===== src/frame_seq_regs.svh =====
// register offsets, field positions and constants of the frame sequencer
`ifndef FRAME_SEQ_REGS_SVH
`define FRAME_SEQ_REGS_SVH

`define OFS_CONTROL     6'h00
`define OFS_DMA_MASK    6'h04
`define OFS_FIRST_INTERRUPT_OUT_MASK   6'h08
`define OFS_FRAME_END_OUT_EN   6'h0c
`define OFS_VERTICAL_DELAY_COUNT      6'h10
`define OFS_HORIZONTAL_DELAY_COUNT      6'h14
`define OFS_FLAGS       6'h18
`define OFS_LEVEL       6'h1c
`define OFS_WORD_COUNT  6'h20
`define OFS_SECOND_INTERRUPT_OUT_MASK   6'h24

// control register bits
`define CTL_START       0
`define CTL_ENABLE      1
`define CTL_SLAVE       2
`define CTL_DECOMP      9

// flags register bits
`define FLG_LATE        0
`define FLG_VNA         1
`define FLG_FRAME_END_OUT      2
`define FLG_FLUSHED     3

// fifo thresholds in words
`define LVL_QUARTER     8'h20
`define LVL_HALF        8'h40
`define LVL_3QUARTER    8'h60
`define FIFO_DEPTH      8'h80

`define LATE_CLEAR      16'hffff
`define PREFETCH_LINES  16'h0009

`define AXI_OKAY        2'h0
`define AXI_SLVERR      2'h2

`endif


===== src/frame_seq_pkg.sv =====
// types shared by the frame sequencer files
package frame_seq_pkg;
	typedef enum logic [2:0] {
		SEL_NOT_EMPTY,
		SEL_QUARTER,
		SEL_HALF,
		SEL_3QUARTER,
		SEL_CODEC_NB
	} thr_sel_t;

	typedef enum logic [1:0] {
		END_AT_CODER,
		END_AT_HOST,
		RESTART_AT_HOST
	} frame_end_out_mode_t;

	typedef enum {
		V_IDLE,
		V_VERTICAL_DELAY_COUNT,
		V_HORIZONTAL_DELAY_COUNT,
		V_ACTIVE,
		V_FLUSH
	} vstate_t;
endpackage : frame_seq_pkg


===== src/frame_seq_axil.sv =====
// axi4-lite register slave for the frame sequencer
`timescale 1ns/1ps
`default_nettype none
`include "frame_seq_regs.svh"
module frame_seq_axil (
	input  wire logic        clk,
	input  wire logic        rst_b,
	input  wire logic [5:0]  awaddr,
	input  wire logic        awvalid,
	output logic             awready,
	input  wire logic [31:0] wdata,
	input  wire logic [3:0]  wstrb,
	input  wire logic        wvalid,
	output logic             wready,
	output logic [1:0]       bresp,
	output logic             bvalid,
	input  wire logic        bready,
	input  wire logic [5:0]  araddr,
	input  wire logic        arvalid,
	output logic             arready,
	output logic [31:0]      rdata,
	output logic [1:0]       rresp,
	output logic             rvalid,
	input  wire logic        rready,
	output logic             wr_stb,
	output logic [5:0]       wr_addr,
	output logic [31:0]      wr_data,
	output logic [3:0]       wr_strb,
	output logic [5:0]       rd_addr,
	input  wire logic [31:0] rd_value,
	input  wire logic        rd_hit,
	input  wire logic        wr_hit
);
	logic        aw_have_reg, aw_have_next;
	logic        w_have_reg,  w_have_next;
	logic [5:0]  awa_reg,     awa_next;
	logic [31:0] wd_reg,      wd_next;
	logic [3:0]  ws_reg,      ws_next;
	logic        bvalid_reg,  bvalid_next;
	logic [1:0]  bresp_reg,   bresp_next;
	logic        rvalid_reg,  rvalid_next;
	logic [31:0] rdata_reg,   rdata_next;
	logic [1:0]  rresp_reg,   rresp_next;
	logic        do_write;

	assign awready = !aw_have_reg && !bvalid_reg;
	assign wready  = !w_have_reg && !bvalid_reg;
	assign arready = !rvalid_reg;
	assign bvalid  = bvalid_reg;
	assign bresp   = bresp_reg;
	assign rvalid  = rvalid_reg;
	assign rdata   = rdata_reg;
	assign rresp   = rresp_reg;
	assign wr_addr = awa_reg;
	assign wr_data = wd_reg;
	assign wr_strb = ws_reg;
	assign rd_addr = araddr;
	assign wr_stb  = do_write;

	always_comb begin
		aw_have_next = aw_have_reg;
		w_have_next  = w_have_reg;
		awa_next     = awa_reg;
		wd_next      = wd_reg;
		ws_next      = ws_reg;
		bvalid_next  = bvalid_reg;
		bresp_next   = bresp_reg;
		rvalid_next  = rvalid_reg;
		rdata_next   = rdata_reg;
		rresp_next   = rresp_reg;
		do_write     = aw_have_reg && w_have_reg;
		if (awvalid && awready) begin
			aw_have_next = 1'b1;
			awa_next     = awaddr;
		end
		if (wvalid && wready) begin
			w_have_next = 1'b1;
			wd_next     = wdata;
			ws_next     = wstrb;
		end
		if (do_write) begin
			aw_have_next = 1'b0;
			w_have_next  = 1'b0;
			bvalid_next  = 1'b1;
			bresp_next   = wr_hit ? `AXI_OKAY : `AXI_SLVERR;
		end else if (bvalid_reg && bready) begin
			bvalid_next = 1'b0;
		end
		if (arvalid && arready) begin
			rvalid_next = 1'b1;
			rdata_next  = rd_hit ? rd_value : 32'h0000_0000;
			rresp_next  = rd_hit ? `AXI_OKAY : `AXI_SLVERR;
		end else if (rvalid_reg && rready) begin
			rvalid_next = 1'b0;
		end
	end

	always_ff @(posedge clk or negedge rst_b) begin
		if (!rst_b) begin
			aw_have_reg <= 1'b0;
			w_have_reg  <= 1'b0;
			awa_reg     <= 6'h00;
			wd_reg      <= 32'h0000_0000;
			ws_reg      <= 4'h0;
			bvalid_reg  <= 1'b0;
			bresp_reg   <= 2'h0;
			rvalid_reg  <= 1'b0;
			rdata_reg   <= 32'h0000_0000;
			rresp_reg   <= 2'h0;
		end else begin
			aw_have_reg <= aw_have_next;
			w_have_reg  <= w_have_next;
			awa_reg     <= awa_next;
			wd_reg      <= wd_next;
			ws_reg      <= ws_next;
			bvalid_reg  <= bvalid_next;
			bresp_reg   <= bresp_next;
			rvalid_reg  <= rvalid_next;
			rdata_reg   <= rdata_next;
			rresp_reg   <= rresp_next;
		end
	end
endmodule : frame_seq_axil
`default_nettype wire


===== src/jpeg_frame_seq.sv =====
// frame sequencer: slave-mode sync counting, fifo thresholds, frame end
// Behaviour
// - first interrupt may be programmed to fire at three-quarters full
// - dma request selects not-empty, quarter, half or three-quarter level
// - active-low dma request at threshold; host takes 1, 32, 64 or 96 words
// - at compression end, flush the pipeline then stop writing the fifo
// - end-at-coder: level shows residual words; host reads exactly those
// - host-side end modes signal frame end after the last word leaves
// - frame end can also be routed to the second interrupt output
// - in slave mode both syncs are inputs driven by the capture device
// - vertical sync falling edge starts a frame when enable and start set
// - start sampled each vertical edge; zero ignores that edge
// - horizontal sync pulses counted up to vertical delay to first line
// - on active line count horizontal delay clocks to first pixel
// - delay expiry raises blank and strobes the first pixel in the same cycle
// - late flag set while decompression selected and fifo empty
// - master decompression drives vertical sync and prefetches 9 lines early
// - pipeline empty at flush end sets video-not-active; start still one restarts frame
// - compressed word count kept per frame, updated when the pipeline empties at flush end
`timescale 1ns/1ps
`default_nettype none
`include "frame_seq_regs.svh"
module jpeg_frame_seq #(
	parameter int HACTIVE = 640,
	parameter int VACTIVE = 240
) (
	input  wire logic        CLK,
	input  wire logic        RST_B,
	input  wire logic [5:0]  AWADDR,
	input  wire logic        AWVALID,
	output logic             AWREADY,
	input  wire logic [31:0] WDATA,
	input  wire logic [3:0]  WSTRB,
	input  wire logic        WVALID,
	output logic             WREADY,
	output logic [1:0]       BRESP,
	output logic             BVALID,
	input  wire logic        BREADY,
	input  wire logic [5:0]  ARADDR,
	input  wire logic        ARVALID,
	output logic             ARREADY,
	output logic [31:0]      RDATA,
	output logic [1:0]       RRESP,
	output logic             RVALID,
	input  wire logic        RREADY,
	input  wire logic        VSYNC_B_IN,
	input  wire logic        HSYNC_B_IN,
	output logic             VSYNC_B_OUT,
	output logic             VSYNC_OE,
	input  wire logic        STALL,
	input  wire logic        CODER_WRITE,
	input  wire logic        HOST_READ,
	input  wire logic        HOST_WRITE,
	input  wire logic        PIPE_EMPTY,
	output logic             PIXEL_INPUT_STROBE,
	output logic             BLANK,
	output logic             PIXEL_LATCH,
	output logic             CODER_FLUSH,
	output logic             CODER_WRITE_EN,
	output logic             PIPE_HOLD,
	output logic             PREFETCH,
	output logic             DMA_REQUEST_OUT_B,
	output logic             FIRST_INTERRUPT_OUT,
	output logic             SECOND_INTERRUPT_OUT,
	output logic             FRAME_END_OUT,
	output logic             HALF_LEVEL_OUT
);
	logic        wr_stb, rd_hit, wr_hit;
	logic [5:0]  wr_addr, rd_addr;
	logic [31:0] wr_data, rd_value;
	logic [3:0]  wr_strb;

	frame_seq_axil u_bus (
		.clk(CLK), .rst_b(RST_B),
		.awaddr(AWADDR), .awvalid(AWVALID), .awready(AWREADY),
		.wdata(WDATA), .wstrb(WSTRB), .wvalid(WVALID), .wready(WREADY),
		.bresp(BRESP), .bvalid(BVALID), .bready(BREADY),
		.araddr(ARADDR), .arvalid(ARVALID), .arready(ARREADY),
		.rdata(RDATA), .rresp(RRESP), .rvalid(RVALID), .rready(RREADY),
		.wr_stb(wr_stb), .wr_addr(wr_addr), .wr_data(wr_data),
		.wr_strb(wr_strb), .rd_addr(rd_addr), .rd_value(rd_value),
		.rd_hit(rd_hit), .wr_hit(wr_hit)
	);

	// sync pins cross from the capture device: three stages each
	logic [2:0] vs_sync_reg, vs_sync_next;
	logic [2:0] hs_sync_reg, hs_sync_next;
	logic       vs_fall, hs_fall;
	assign vs_sync_next = {vs_sync_reg[1:0], VSYNC_B_IN};
	assign hs_sync_next = {hs_sync_reg[1:0], HSYNC_B_IN};
	assign vs_fall = vs_sync_reg[2] && !vs_sync_reg[1];
	assign hs_fall = hs_sync_reg[2] && !hs_sync_reg[1];

	// software registers
	logic [15:0]  ctl_reg, ctl_next;
	frame_seq_pkg::thr_sel_t     dma_sel_reg, dma_sel_next;
	frame_seq_pkg::thr_sel_t     first_interrupt_out_sel_reg, first_interrupt_out_sel_next;
	logic         first_interrupt_out_en_reg, first_interrupt_out_en_next;
	frame_seq_pkg::frame_end_out_mode_t fe_mode_reg, fe_mode_next;
	logic         second_interrupt_out_fe_reg, second_interrupt_out_fe_next;
	logic [15:0]  vertical_delay_count_reg, vertical_delay_count_next;
	logic [15:0]  horizontal_delay_count_reg, horizontal_delay_count_next;
	logic         late_reg, late_next;
	logic         vna_reg, vna_next;
	logic         fe_reg, fe_next;
	logic         flushed_reg, flushed_next;
	logic [7:0]   level_reg, level_next;
	logic [31:0]  wcount_reg, wcount_next;
	logic [31:0]  wlast_reg, wlast_next;

	// video sequencing
	frame_seq_pkg::vstate_t vst_reg, vst_next;
	logic [15:0]  line_reg, line_next;
	logic [15:0]  clk_cnt_reg, clk_cnt_next;
	logic [15:0]  pix_reg, pix_next;
	logic         vs_out_reg, vs_out_next;

	logic start, enable, slave, decomp;
	assign start  = ctl_reg[`CTL_START];
	assign enable = ctl_reg[`CTL_ENABLE];
	assign slave  = ctl_reg[`CTL_SLAVE];
	assign decomp = ctl_reg[`CTL_DECOMP];

	function automatic logic level_hit(frame_seq_pkg::thr_sel_t s,
			logic [7:0] lvl);
		case (s)
			frame_seq_pkg::SEL_NOT_EMPTY: level_hit = lvl != 8'h00;
			frame_seq_pkg::SEL_QUARTER:   level_hit = lvl >= `LVL_QUARTER;
			frame_seq_pkg::SEL_HALF:      level_hit = lvl >= `LVL_HALF;
			frame_seq_pkg::SEL_3QUARTER:  level_hit = lvl >= `LVL_3QUARTER;
			default:                      level_hit = 1'b0;
		endcase
	endfunction : level_hit

	logic stall_now, frame_go, pix_last, word_in, word_out, last_out;
	assign stall_now = STALL;
	// a falling sync edge arms a frame only with enable and start both set
	assign frame_go = slave && vs_fall && enable && start;
	assign pix_last = pix_reg == 16'(HACTIVE - 1);
	assign word_in  = CODER_WRITE && CODER_WRITE_EN && !decomp &&
		level_reg != `FIFO_DEPTH;
	assign word_out = decomp ? (CODER_WRITE && level_reg != 8'h00) :
		(HOST_READ && level_reg != 8'h00);
	assign last_out = flushed_reg && word_out && level_reg == 8'h01;

	always_comb begin
		vst_next     = vst_reg;
		line_next    = line_reg;
		clk_cnt_next = clk_cnt_reg;
		pix_next     = pix_reg;
		vs_out_next  = vs_out_reg;
		flushed_next = flushed_reg;
		vna_next     = vna_reg;
		fe_next      = fe_reg;
		wcount_next  = wcount_reg;
		wlast_next   = wlast_reg;
		late_next    = late_reg;
		// the clear goes first so that a hardware set later in this cycle wins
		if (wr_stb && wr_addr == `OFS_FLAGS && wr_data[15:0] == `LATE_CLEAR) begin
			late_next = 1'b0;
			vna_next  = 1'b0;
			fe_next   = 1'b0;
		end
		level_next   = 8'(level_reg + {7'h00, word_in || (decomp && HOST_WRITE
			&& level_reg != `FIFO_DEPTH)} - {7'h00, word_out});
		if (word_in)
			wcount_next = wcount_reg + 32'h0000_0001;
		case (vst_reg)
			frame_seq_pkg::V_IDLE: begin
				if (frame_go || (!slave && start && enable && decomp)) begin
					vst_next     = frame_seq_pkg::V_VERTICAL_DELAY_COUNT;
					line_next    = 16'h0000;
					flushed_next = 1'b0;
					vna_next     = 1'b0;
					vs_out_next  = !slave;
				end
			end
			frame_seq_pkg::V_VERTICAL_DELAY_COUNT: begin
				if (hs_fall && !stall_now) begin
					line_next = line_reg + 16'h0001;
					if (line_reg + 16'h0001 >= vertical_delay_count_reg) begin
						vst_next     = frame_seq_pkg::V_HORIZONTAL_DELAY_COUNT;
						clk_cnt_next = 16'h0000;
					end
				end
				vs_out_next = 1'b0;
			end
			frame_seq_pkg::V_HORIZONTAL_DELAY_COUNT: begin
				if (!stall_now) begin
					clk_cnt_next = clk_cnt_reg + 16'h0001;
					if (clk_cnt_reg + 16'h0001 >= horizontal_delay_count_reg) begin
						vst_next = frame_seq_pkg::V_ACTIVE;
						pix_next = 16'h0000;
					end
				end
			end
			frame_seq_pkg::V_ACTIVE: begin
				if (!stall_now) begin
					pix_next = pix_reg + 16'h0001;
					if (pix_last) begin
						// the next line waits for its own sync edge
						if (line_reg - vertical_delay_count_reg + 16'h0001 >= 16'(VACTIVE))
							vst_next = frame_seq_pkg::V_FLUSH;
						else
							vst_next = frame_seq_pkg::V_VERTICAL_DELAY_COUNT;
					end
				end
			end
			frame_seq_pkg::V_FLUSH: begin
				if (PIPE_EMPTY) begin
					vst_next     = frame_seq_pkg::V_IDLE;
					flushed_next = 1'b1;
					vna_next     = 1'b1;
					wlast_next   = wcount_reg;
					wcount_next  = 32'h0000_0000;
					if (fe_mode_reg == frame_seq_pkg::END_AT_CODER)
						fe_next = 1'b1;
					if (decomp && start && !slave)
						vs_out_next = 1'b1;
				end
			end
			default: vst_next = frame_seq_pkg::V_IDLE;
		endcase
		if (last_out && fe_mode_reg != frame_seq_pkg::END_AT_CODER)
			fe_next = 1'b1;
		if (decomp && level_reg == 8'h00)
			late_next = 1'b1;
	end

	always_comb begin
		ctl_next      = ctl_reg;
		dma_sel_next  = dma_sel_reg;
		first_interrupt_out_sel_next = first_interrupt_out_sel_reg;
		first_interrupt_out_en_next  = first_interrupt_out_en_reg;
		fe_mode_next  = fe_mode_reg;
		second_interrupt_out_fe_next  = second_interrupt_out_fe_reg;
		vertical_delay_count_next   = vertical_delay_count_reg;
		horizontal_delay_count_next   = horizontal_delay_count_reg;
		wr_hit        = 1'b1;
		if (wr_stb && wr_strb[0]) begin
			case (wr_addr)
				`OFS_CONTROL:   ctl_next = wr_data[15:0];
				`OFS_DMA_MASK:  dma_sel_next =
					frame_seq_pkg::thr_sel_t'(wr_data[2:0]);
				`OFS_FIRST_INTERRUPT_OUT_MASK: begin
					first_interrupt_out_sel_next = frame_seq_pkg::thr_sel_t'(wr_data[2:0]);
					first_interrupt_out_en_next  = wr_data[3];
				end
				`OFS_FRAME_END_OUT_EN: fe_mode_next =
					frame_seq_pkg::frame_end_out_mode_t'(wr_data[1:0]);
				`OFS_SECOND_INTERRUPT_OUT_MASK: second_interrupt_out_fe_next = wr_data[0];
				`OFS_VERTICAL_DELAY_COUNT:    vertical_delay_count_next = wr_data[15:0];
				`OFS_HORIZONTAL_DELAY_COUNT:    horizontal_delay_count_next = wr_data[15:0];
				`OFS_FLAGS:     wr_hit = 1'b1;
				default:        wr_hit = 1'b0;
			endcase
		end else if (wr_stb) begin
			wr_hit = wr_addr <= `OFS_SECOND_INTERRUPT_OUT_MASK && wr_addr[1:0] == 2'h0;
		end
	end

	always_comb begin
		rd_hit   = 1'b1;
		rd_value = 32'h0000_0000;
		case (rd_addr)
			`OFS_CONTROL:    rd_value = {16'h0000, ctl_reg};
			`OFS_DMA_MASK:   rd_value = {29'h0, dma_sel_reg};
			`OFS_FIRST_INTERRUPT_OUT_MASK:  rd_value = {28'h0, first_interrupt_out_en_reg, first_interrupt_out_sel_reg};
			`OFS_FRAME_END_OUT_EN:  rd_value = {30'h0, fe_mode_reg};
			`OFS_SECOND_INTERRUPT_OUT_MASK:  rd_value = {31'h0, second_interrupt_out_fe_reg};
			`OFS_VERTICAL_DELAY_COUNT:     rd_value = {16'h0000, vertical_delay_count_reg};
			`OFS_HORIZONTAL_DELAY_COUNT:     rd_value = {16'h0000, horizontal_delay_count_reg};
			`OFS_FLAGS:      rd_value = {28'h0, flushed_reg, fe_reg, vna_reg,
				late_reg};
			`OFS_LEVEL:      rd_value = {24'h0, level_reg};
			`OFS_WORD_COUNT: rd_value = wlast_reg;
			default:         rd_hit = 1'b0;
		endcase
	end

	always_ff @(posedge CLK or negedge RST_B) begin
		if (!RST_B) begin
			vs_sync_reg  <= 3'h7;
			hs_sync_reg  <= 3'h7;
			ctl_reg      <= 16'h0000;
			dma_sel_reg  <= frame_seq_pkg::SEL_NOT_EMPTY;
			first_interrupt_out_sel_reg <= frame_seq_pkg::SEL_3QUARTER;
			first_interrupt_out_en_reg  <= 1'b0;
			fe_mode_reg  <= frame_seq_pkg::END_AT_CODER;
			second_interrupt_out_fe_reg  <= 1'b0;
			vertical_delay_count_reg   <= 16'h0000;
			horizontal_delay_count_reg   <= 16'h0000;
			late_reg     <= 1'b0;
			vna_reg      <= 1'b0;
			fe_reg       <= 1'b0;
			flushed_reg  <= 1'b0;
			level_reg    <= 8'h00;
			wcount_reg   <= 32'h0000_0000;
			wlast_reg    <= 32'h0000_0000;
			vst_reg      <= frame_seq_pkg::V_IDLE;
			line_reg     <= 16'h0000;
			clk_cnt_reg  <= 16'h0000;
			pix_reg      <= 16'h0000;
			vs_out_reg   <= 1'b0;
		end else begin
			vs_sync_reg  <= vs_sync_next;
			hs_sync_reg  <= hs_sync_next;
			ctl_reg      <= ctl_next;
			dma_sel_reg  <= dma_sel_next;
			first_interrupt_out_sel_reg <= first_interrupt_out_sel_next;
			first_interrupt_out_en_reg  <= first_interrupt_out_en_next;
			fe_mode_reg  <= fe_mode_next;
			second_interrupt_out_fe_reg  <= second_interrupt_out_fe_next;
			vertical_delay_count_reg   <= vertical_delay_count_next;
			horizontal_delay_count_reg   <= horizontal_delay_count_next;
			late_reg     <= late_next;
			vna_reg      <= vna_next;
			fe_reg       <= fe_next;
			flushed_reg  <= flushed_next;
			level_reg    <= level_next;
			wcount_reg   <= wcount_next;
			wlast_reg    <= wlast_next;
			vst_reg      <= vst_next;
			line_reg     <= line_next;
			clk_cnt_reg  <= clk_cnt_next;
			pix_reg      <= pix_next;
			vs_out_reg   <= vs_out_next;
		end
	end

	logic active;
	assign active = vst_reg == frame_seq_pkg::V_ACTIVE;
	assign PIXEL_INPUT_STROBE = active && !decomp;
	assign BLANK              = active;
	// the bus is only captured when the source did not stall this cycle
	assign PIXEL_LATCH   = active && !decomp && !stall_now;
	assign PIPE_HOLD     = stall_now;
	assign CODER_FLUSH   = vst_reg == frame_seq_pkg::V_FLUSH;
	assign CODER_WRITE_EN = vst_reg != frame_seq_pkg::V_IDLE;
	assign PREFETCH      = decomp && vst_reg == frame_seq_pkg::V_VERTICAL_DELAY_COUNT &&
		line_reg < vertical_delay_count_reg &&
		line_reg + `PREFETCH_LINES >= vertical_delay_count_reg;
	assign VSYNC_B_OUT   = !vs_out_reg;
	assign VSYNC_OE      = !slave;
	assign DMA_REQUEST_OUT_B = !level_hit(dma_sel_reg, level_reg);
	assign FIRST_INTERRUPT_OUT = first_interrupt_out_en_reg &&
		level_hit(first_interrupt_out_sel_reg, level_reg);
	assign SECOND_INTERRUPT_OUT = (second_interrupt_out_fe_reg && fe_reg) || late_reg;
	assign FRAME_END_OUT = fe_reg;
	assign HALF_LEVEL_OUT = level_reg >= `LVL_HALF;
endmodule : jpeg_frame_seq
`default_nettype wire


===== config.mk =====
export PLATFORM = sky130hd
export DESIGN_NAME = jpeg_frame_seq
export DESIGN_NICKNAME = d
export VERILOG_FILES = /design/src/frame_seq_pkg.sv /design/src/frame_seq_axil.sv /design/src/jpeg_frame_seq.sv
export VERILOG_INCLUDE_DIRS = /design/src
export SDC_FILE = /design/constraint.sdc
export NUM_CORES = 1
export LEC_CHECK = 0
export ABC_AREA = 0
export BUFFER_PORTS_ARGS = -buffer_cell sky130_fd_sc_hd__buf_4
export CAP_MARGIN = 20
export CORE_UTILIZATION = 35
export CTS_BUF_LIST = sky130_fd_sc_hd__clkbuf_8 sky130_fd_sc_hd__clkbuf_16
export DETAILED_ROUTE_END_ITERATION = 10
export MAX_ROUTING_LAYER = met4
export PLACE_DENSITY = 0.62
export SLEW_MARGIN = 30
export SYNTH_ARGS = -nofsm -noshare
export SYNTH_HDL_FRONTEND = slang
export SYNTH_SLANG_ARGS = --single-unit

===== constraint.sdc =====
create_clock -name CLK -period 10.8 [get_ports CLK]
set_clock_uncertainty 0.2 [all_clocks]
set_input_delay 0.54 -clock CLK [delete_from_list [all_inputs] [get_ports CLK]]
set_output_delay 0.54 -clock CLK [all_outputs]
set_load 0.005 [all_outputs]

==> summary.txt <==
Detailed routing
  – Via count of the routed design: 10800
  – Vias per Instance: 5.29
  – Post-route DRC violation count: 0
  – Detail-routed net length per standard cell: 17.3 um
  – WL final: 35200 um
  – First-pass DRT Iterations: 6
  – Post-DRT Antenna Nets: 0
  – Number of DRC markers after the initial detailed-route iteration: 758

Worst hold path
  – Class of the tightest hold or removal check: primary input to flip-flop
  – Worst min-delay path startpoint: WDATA[15]
  – Worst Hold Endpoint: u_bus.wr_data[15]
  – Hold-critical path depth: 2

Critical path
  – Critical R2R Launch: line_reg[0]
  – Arr. time, crit path: 4600 ps
  – Worst R2R End: clk_cnt_reg[12]
  – Worst-path fanout max: 16
  – Required time of the critical path: 11060 ps
  – Worst setup path category: flip-flop to flip-flop
  – Endpoint kind of the worst setup timing path: flip-flop
  – Register-to-Register Path Depth: 14
  – Reg-to-reg slack, setup: 6470 ps
  – Element type at the critical path start: flip-flop

Power
  – Worst IR Drop VDD: 155 uV
  – Static leakage: 7.99 nW
  – Power per Cell Area: 222 nW/um2

Logic synthesis
  – Count of different cell masters after synthesis: 83
  – Cell type with the largest total area after synthesis: dfrtp_1
  – Fraction of synthesized cell area taken by the top area cell type: 42.4%
  – Total of warnings raised by yosys: 0
  – Synth top cells by count: dfrtp_1, mux2_2, nand2_1
  – EDFF count, synth: 0
  – Yosys reg bits: 253
  – Mapped Area: 14500 um2
  – Main synth FF type: dfrtp_1
  – Library cell with the highest instance count after synthesis: dfrtp_1
  – Cell count after synthesis: 1394
  – Sequential element share of the synthesized area: 43.8%
  – Most area-consuming cells after synthesis: dfrtp_1, mux2_2, ha_1
  – Average cell area after synthesis: 10.4 um2
  – Share of flip-flops with an asynchronous set or reset after synthesis: 100%

Die
  – Initial Util: 35.5%
  – Rows: 74
  – I/O Pins: 117
  – Core outline area: 40800 um2
  – Height of the chip: 205 um
  – Floorplan die width: 205 um
  – Total Die Area: 42200 um2

Run
  – Max capacitance violation total: 0

Clocking
  – Maximum buffer depth of the clock tree: 3
  – Clock buffer count from CTS: 27
  – Level count of the clock H-tree: 1
  – TritonCTS clock tree: built
  – Clk root buf: clkbuf_16
  – Clock edge transition at the registers on the reported setup and hold paths: 60 ps
  – Skew-Pair Late Insertion Delay: 550 ps
  – Number of sinks handled by clock tree synthesis: 253

Run status
  – Status: complete, no violations

Place
  – Count of input and output buffers: 95
  – Post-detailed-placement half-perimeter wirelength: 25700 um
  – Worst-case setup slack after placement: 6500 ps
  – Final Wtd Congestion: 0.891
  – Total cell area at the placement stage: 15700 um2

STA
  – Max-slew headroom: 35.6%
  – Least-Margin Pin Slew: 966 ps
  – Worst setup slack after layout: 6470 ps
  – Tcrit/Tclk final: 40.1%
  – Shortest clock period the worst path allows after layout: 4330 ps
  – Post-route worst hold slack: 20.8 ps
  – Maximum clock frequency: 231 MHz
  – Final TNS setup: 0 ps
  – Final setup vio count: 0
  – Setup repair after global routing missed its margin: false
  – Max-slew violation count: 0
  – Endpoints failing hold: 0

Global routing
  – Largest net degree at the start of global routing: 124
  – First-pass GRT wire length: 57600 um
  – Vias in the first global route: 10800
  – Overflow left after global routing: 0
  – Total global-route track usage: 17.6%
  – Initial antenna violation count: 1

Finish
  – Final Cell Area: 16800 um2
  – Filler cell count: 3933
  – Syn-to-layout area delta: 15.8%
  – Final #Nets: 1649
  – Ratio of cells with drive above 1 in the final layout: 19.7%
-- report_power, final --
group / switching (W) / leakage [nW] / total [W] / internal, W
Combinational: 0.000705 / 4.11 / 0.00137 / 0.000661
Sequential: 0.000273 / 3.39 / 0.00141 / 0.00113
Clock: 0.000381 / 0.485 / 0.000951 / 0.000570
-- cell families after synthesis --
logic type / count (synthesis) / synth area share [%]
other: 1 / 0.0259
adders and majority gates: 107 / 9.72
xor gates and xnor gates: 81 / 4.90
AOI/OAI and AO/OA: 271 / 13.3
muxes: 126 / 9.90
DFF: 253 / 43.8
and+or+nand+nor: 410 / 14.3
buffers and inverters: 145 / 4.01
-- cell type report --
type                       count  area [um2]  area share, %
antenna                        1        2.50         0.0149
clock buffer                  37         813           4.85
clock inverter                13         111          0.664
inverter                      80         300           1.79
multi-input combinational    997        7560           45.1
sequential                   253        6340           37.8
tap                          532         666           3.97
timing repair buffer         121         975           5.81
-- repair_timing --
| item | in CTS | in global routing |
|---|---|---|
| hold buffers | 13 | 0 |
| gates resized for setup | 0 | 0 |
| hold endpoints to repair | 127 | 0 |
| buffers inserted | 0 | 0 |
-- per-stage QoR --
stage          cells  total power [W]  utilization [%]
6_report        2034          0.00372             41.1
5_1_grt         2034          0.00398             41.1
4_1_cts         2031          0.00375             41.0
3_5_place_dp    1968          0.00278             38.4
3_3_place_gp    1968          0.00274             38.4
2_1_floorplan   1395          0.00234                -
-- cells in the final DEF (no fill, tap or decap), types with 5 or more instances in the layout --
cell type and instances:
ha_1 98, a32o_1 11, o21ai_0 69, nand3_1 53
a211oi_1 5, nor3b_1 9, nor2b_1 13, a222oi_1 9
dfrtp_1 245, a221oi_1 11, or3_1 6, buf_4 105
dfstp_2 8, fa_1 9, nor2_1 95, o31ai_1 12
xor2_1 42, a21oi_1 28, and3_1 23, nand2_1 108
clkbuf_8 11, a21o_1 27, mux2_2 116, and4_1 6
a22o_1 28, clkbuf_16 27, a31oi_1 11, nand2b_1 18
nand3b_1 5, a21boi_0 9, nor3_1 23, inv_1 86
o21bai_1 8, nand4_1 16, xnor2_1 39, mux2i_1 7
dlygate4sd3_1 13, and2_1 5
-- worst max path at each step --
stage | slack, ps | from | depth (start not counted) | end
finish | 6470 | line_reg[0] | 14 | clk_cnt_reg[12]
detailed placement | 6500 | line_reg[0] | 14 | clk_cnt_reg[12]
CTS | 6470 | line_reg[0] | 14 | clk_cnt_reg[12]
global placement | 6610 | line_reg[2] | 14 | clk_cnt_reg[8]
global route | 6110 | line_reg[0] | 14 | clk_cnt_reg[8]
floorplan | 7180 | clk_cnt_reg[0] | 17 | pix_reg[8]
-- routing by layer --
layer	wire, um	vias to the layer above	GRT usage (%)
li1	-	5154	-
met1	15500	5354	22.2
met2	17600	191	29.4
met3	1280	58	2.30
met4	862	0	5.32
met5	0	-	-
-- worst max-delay path, cell delays in order (launching register included) --
cell      delay (ps)
dfrtp_1          490
and3_1           270
and3_1           320
nand3_1          170
nor2_1           170
xor2_1           220
ha_1             280
a21o_1           190
a21o_1           180
a221oi_1         270
o21ai_0          160
a221oi_1         490
o21a_1           550
o21ai_0          200
o31ai_1           90
Power figures use the tool's default switching activity.
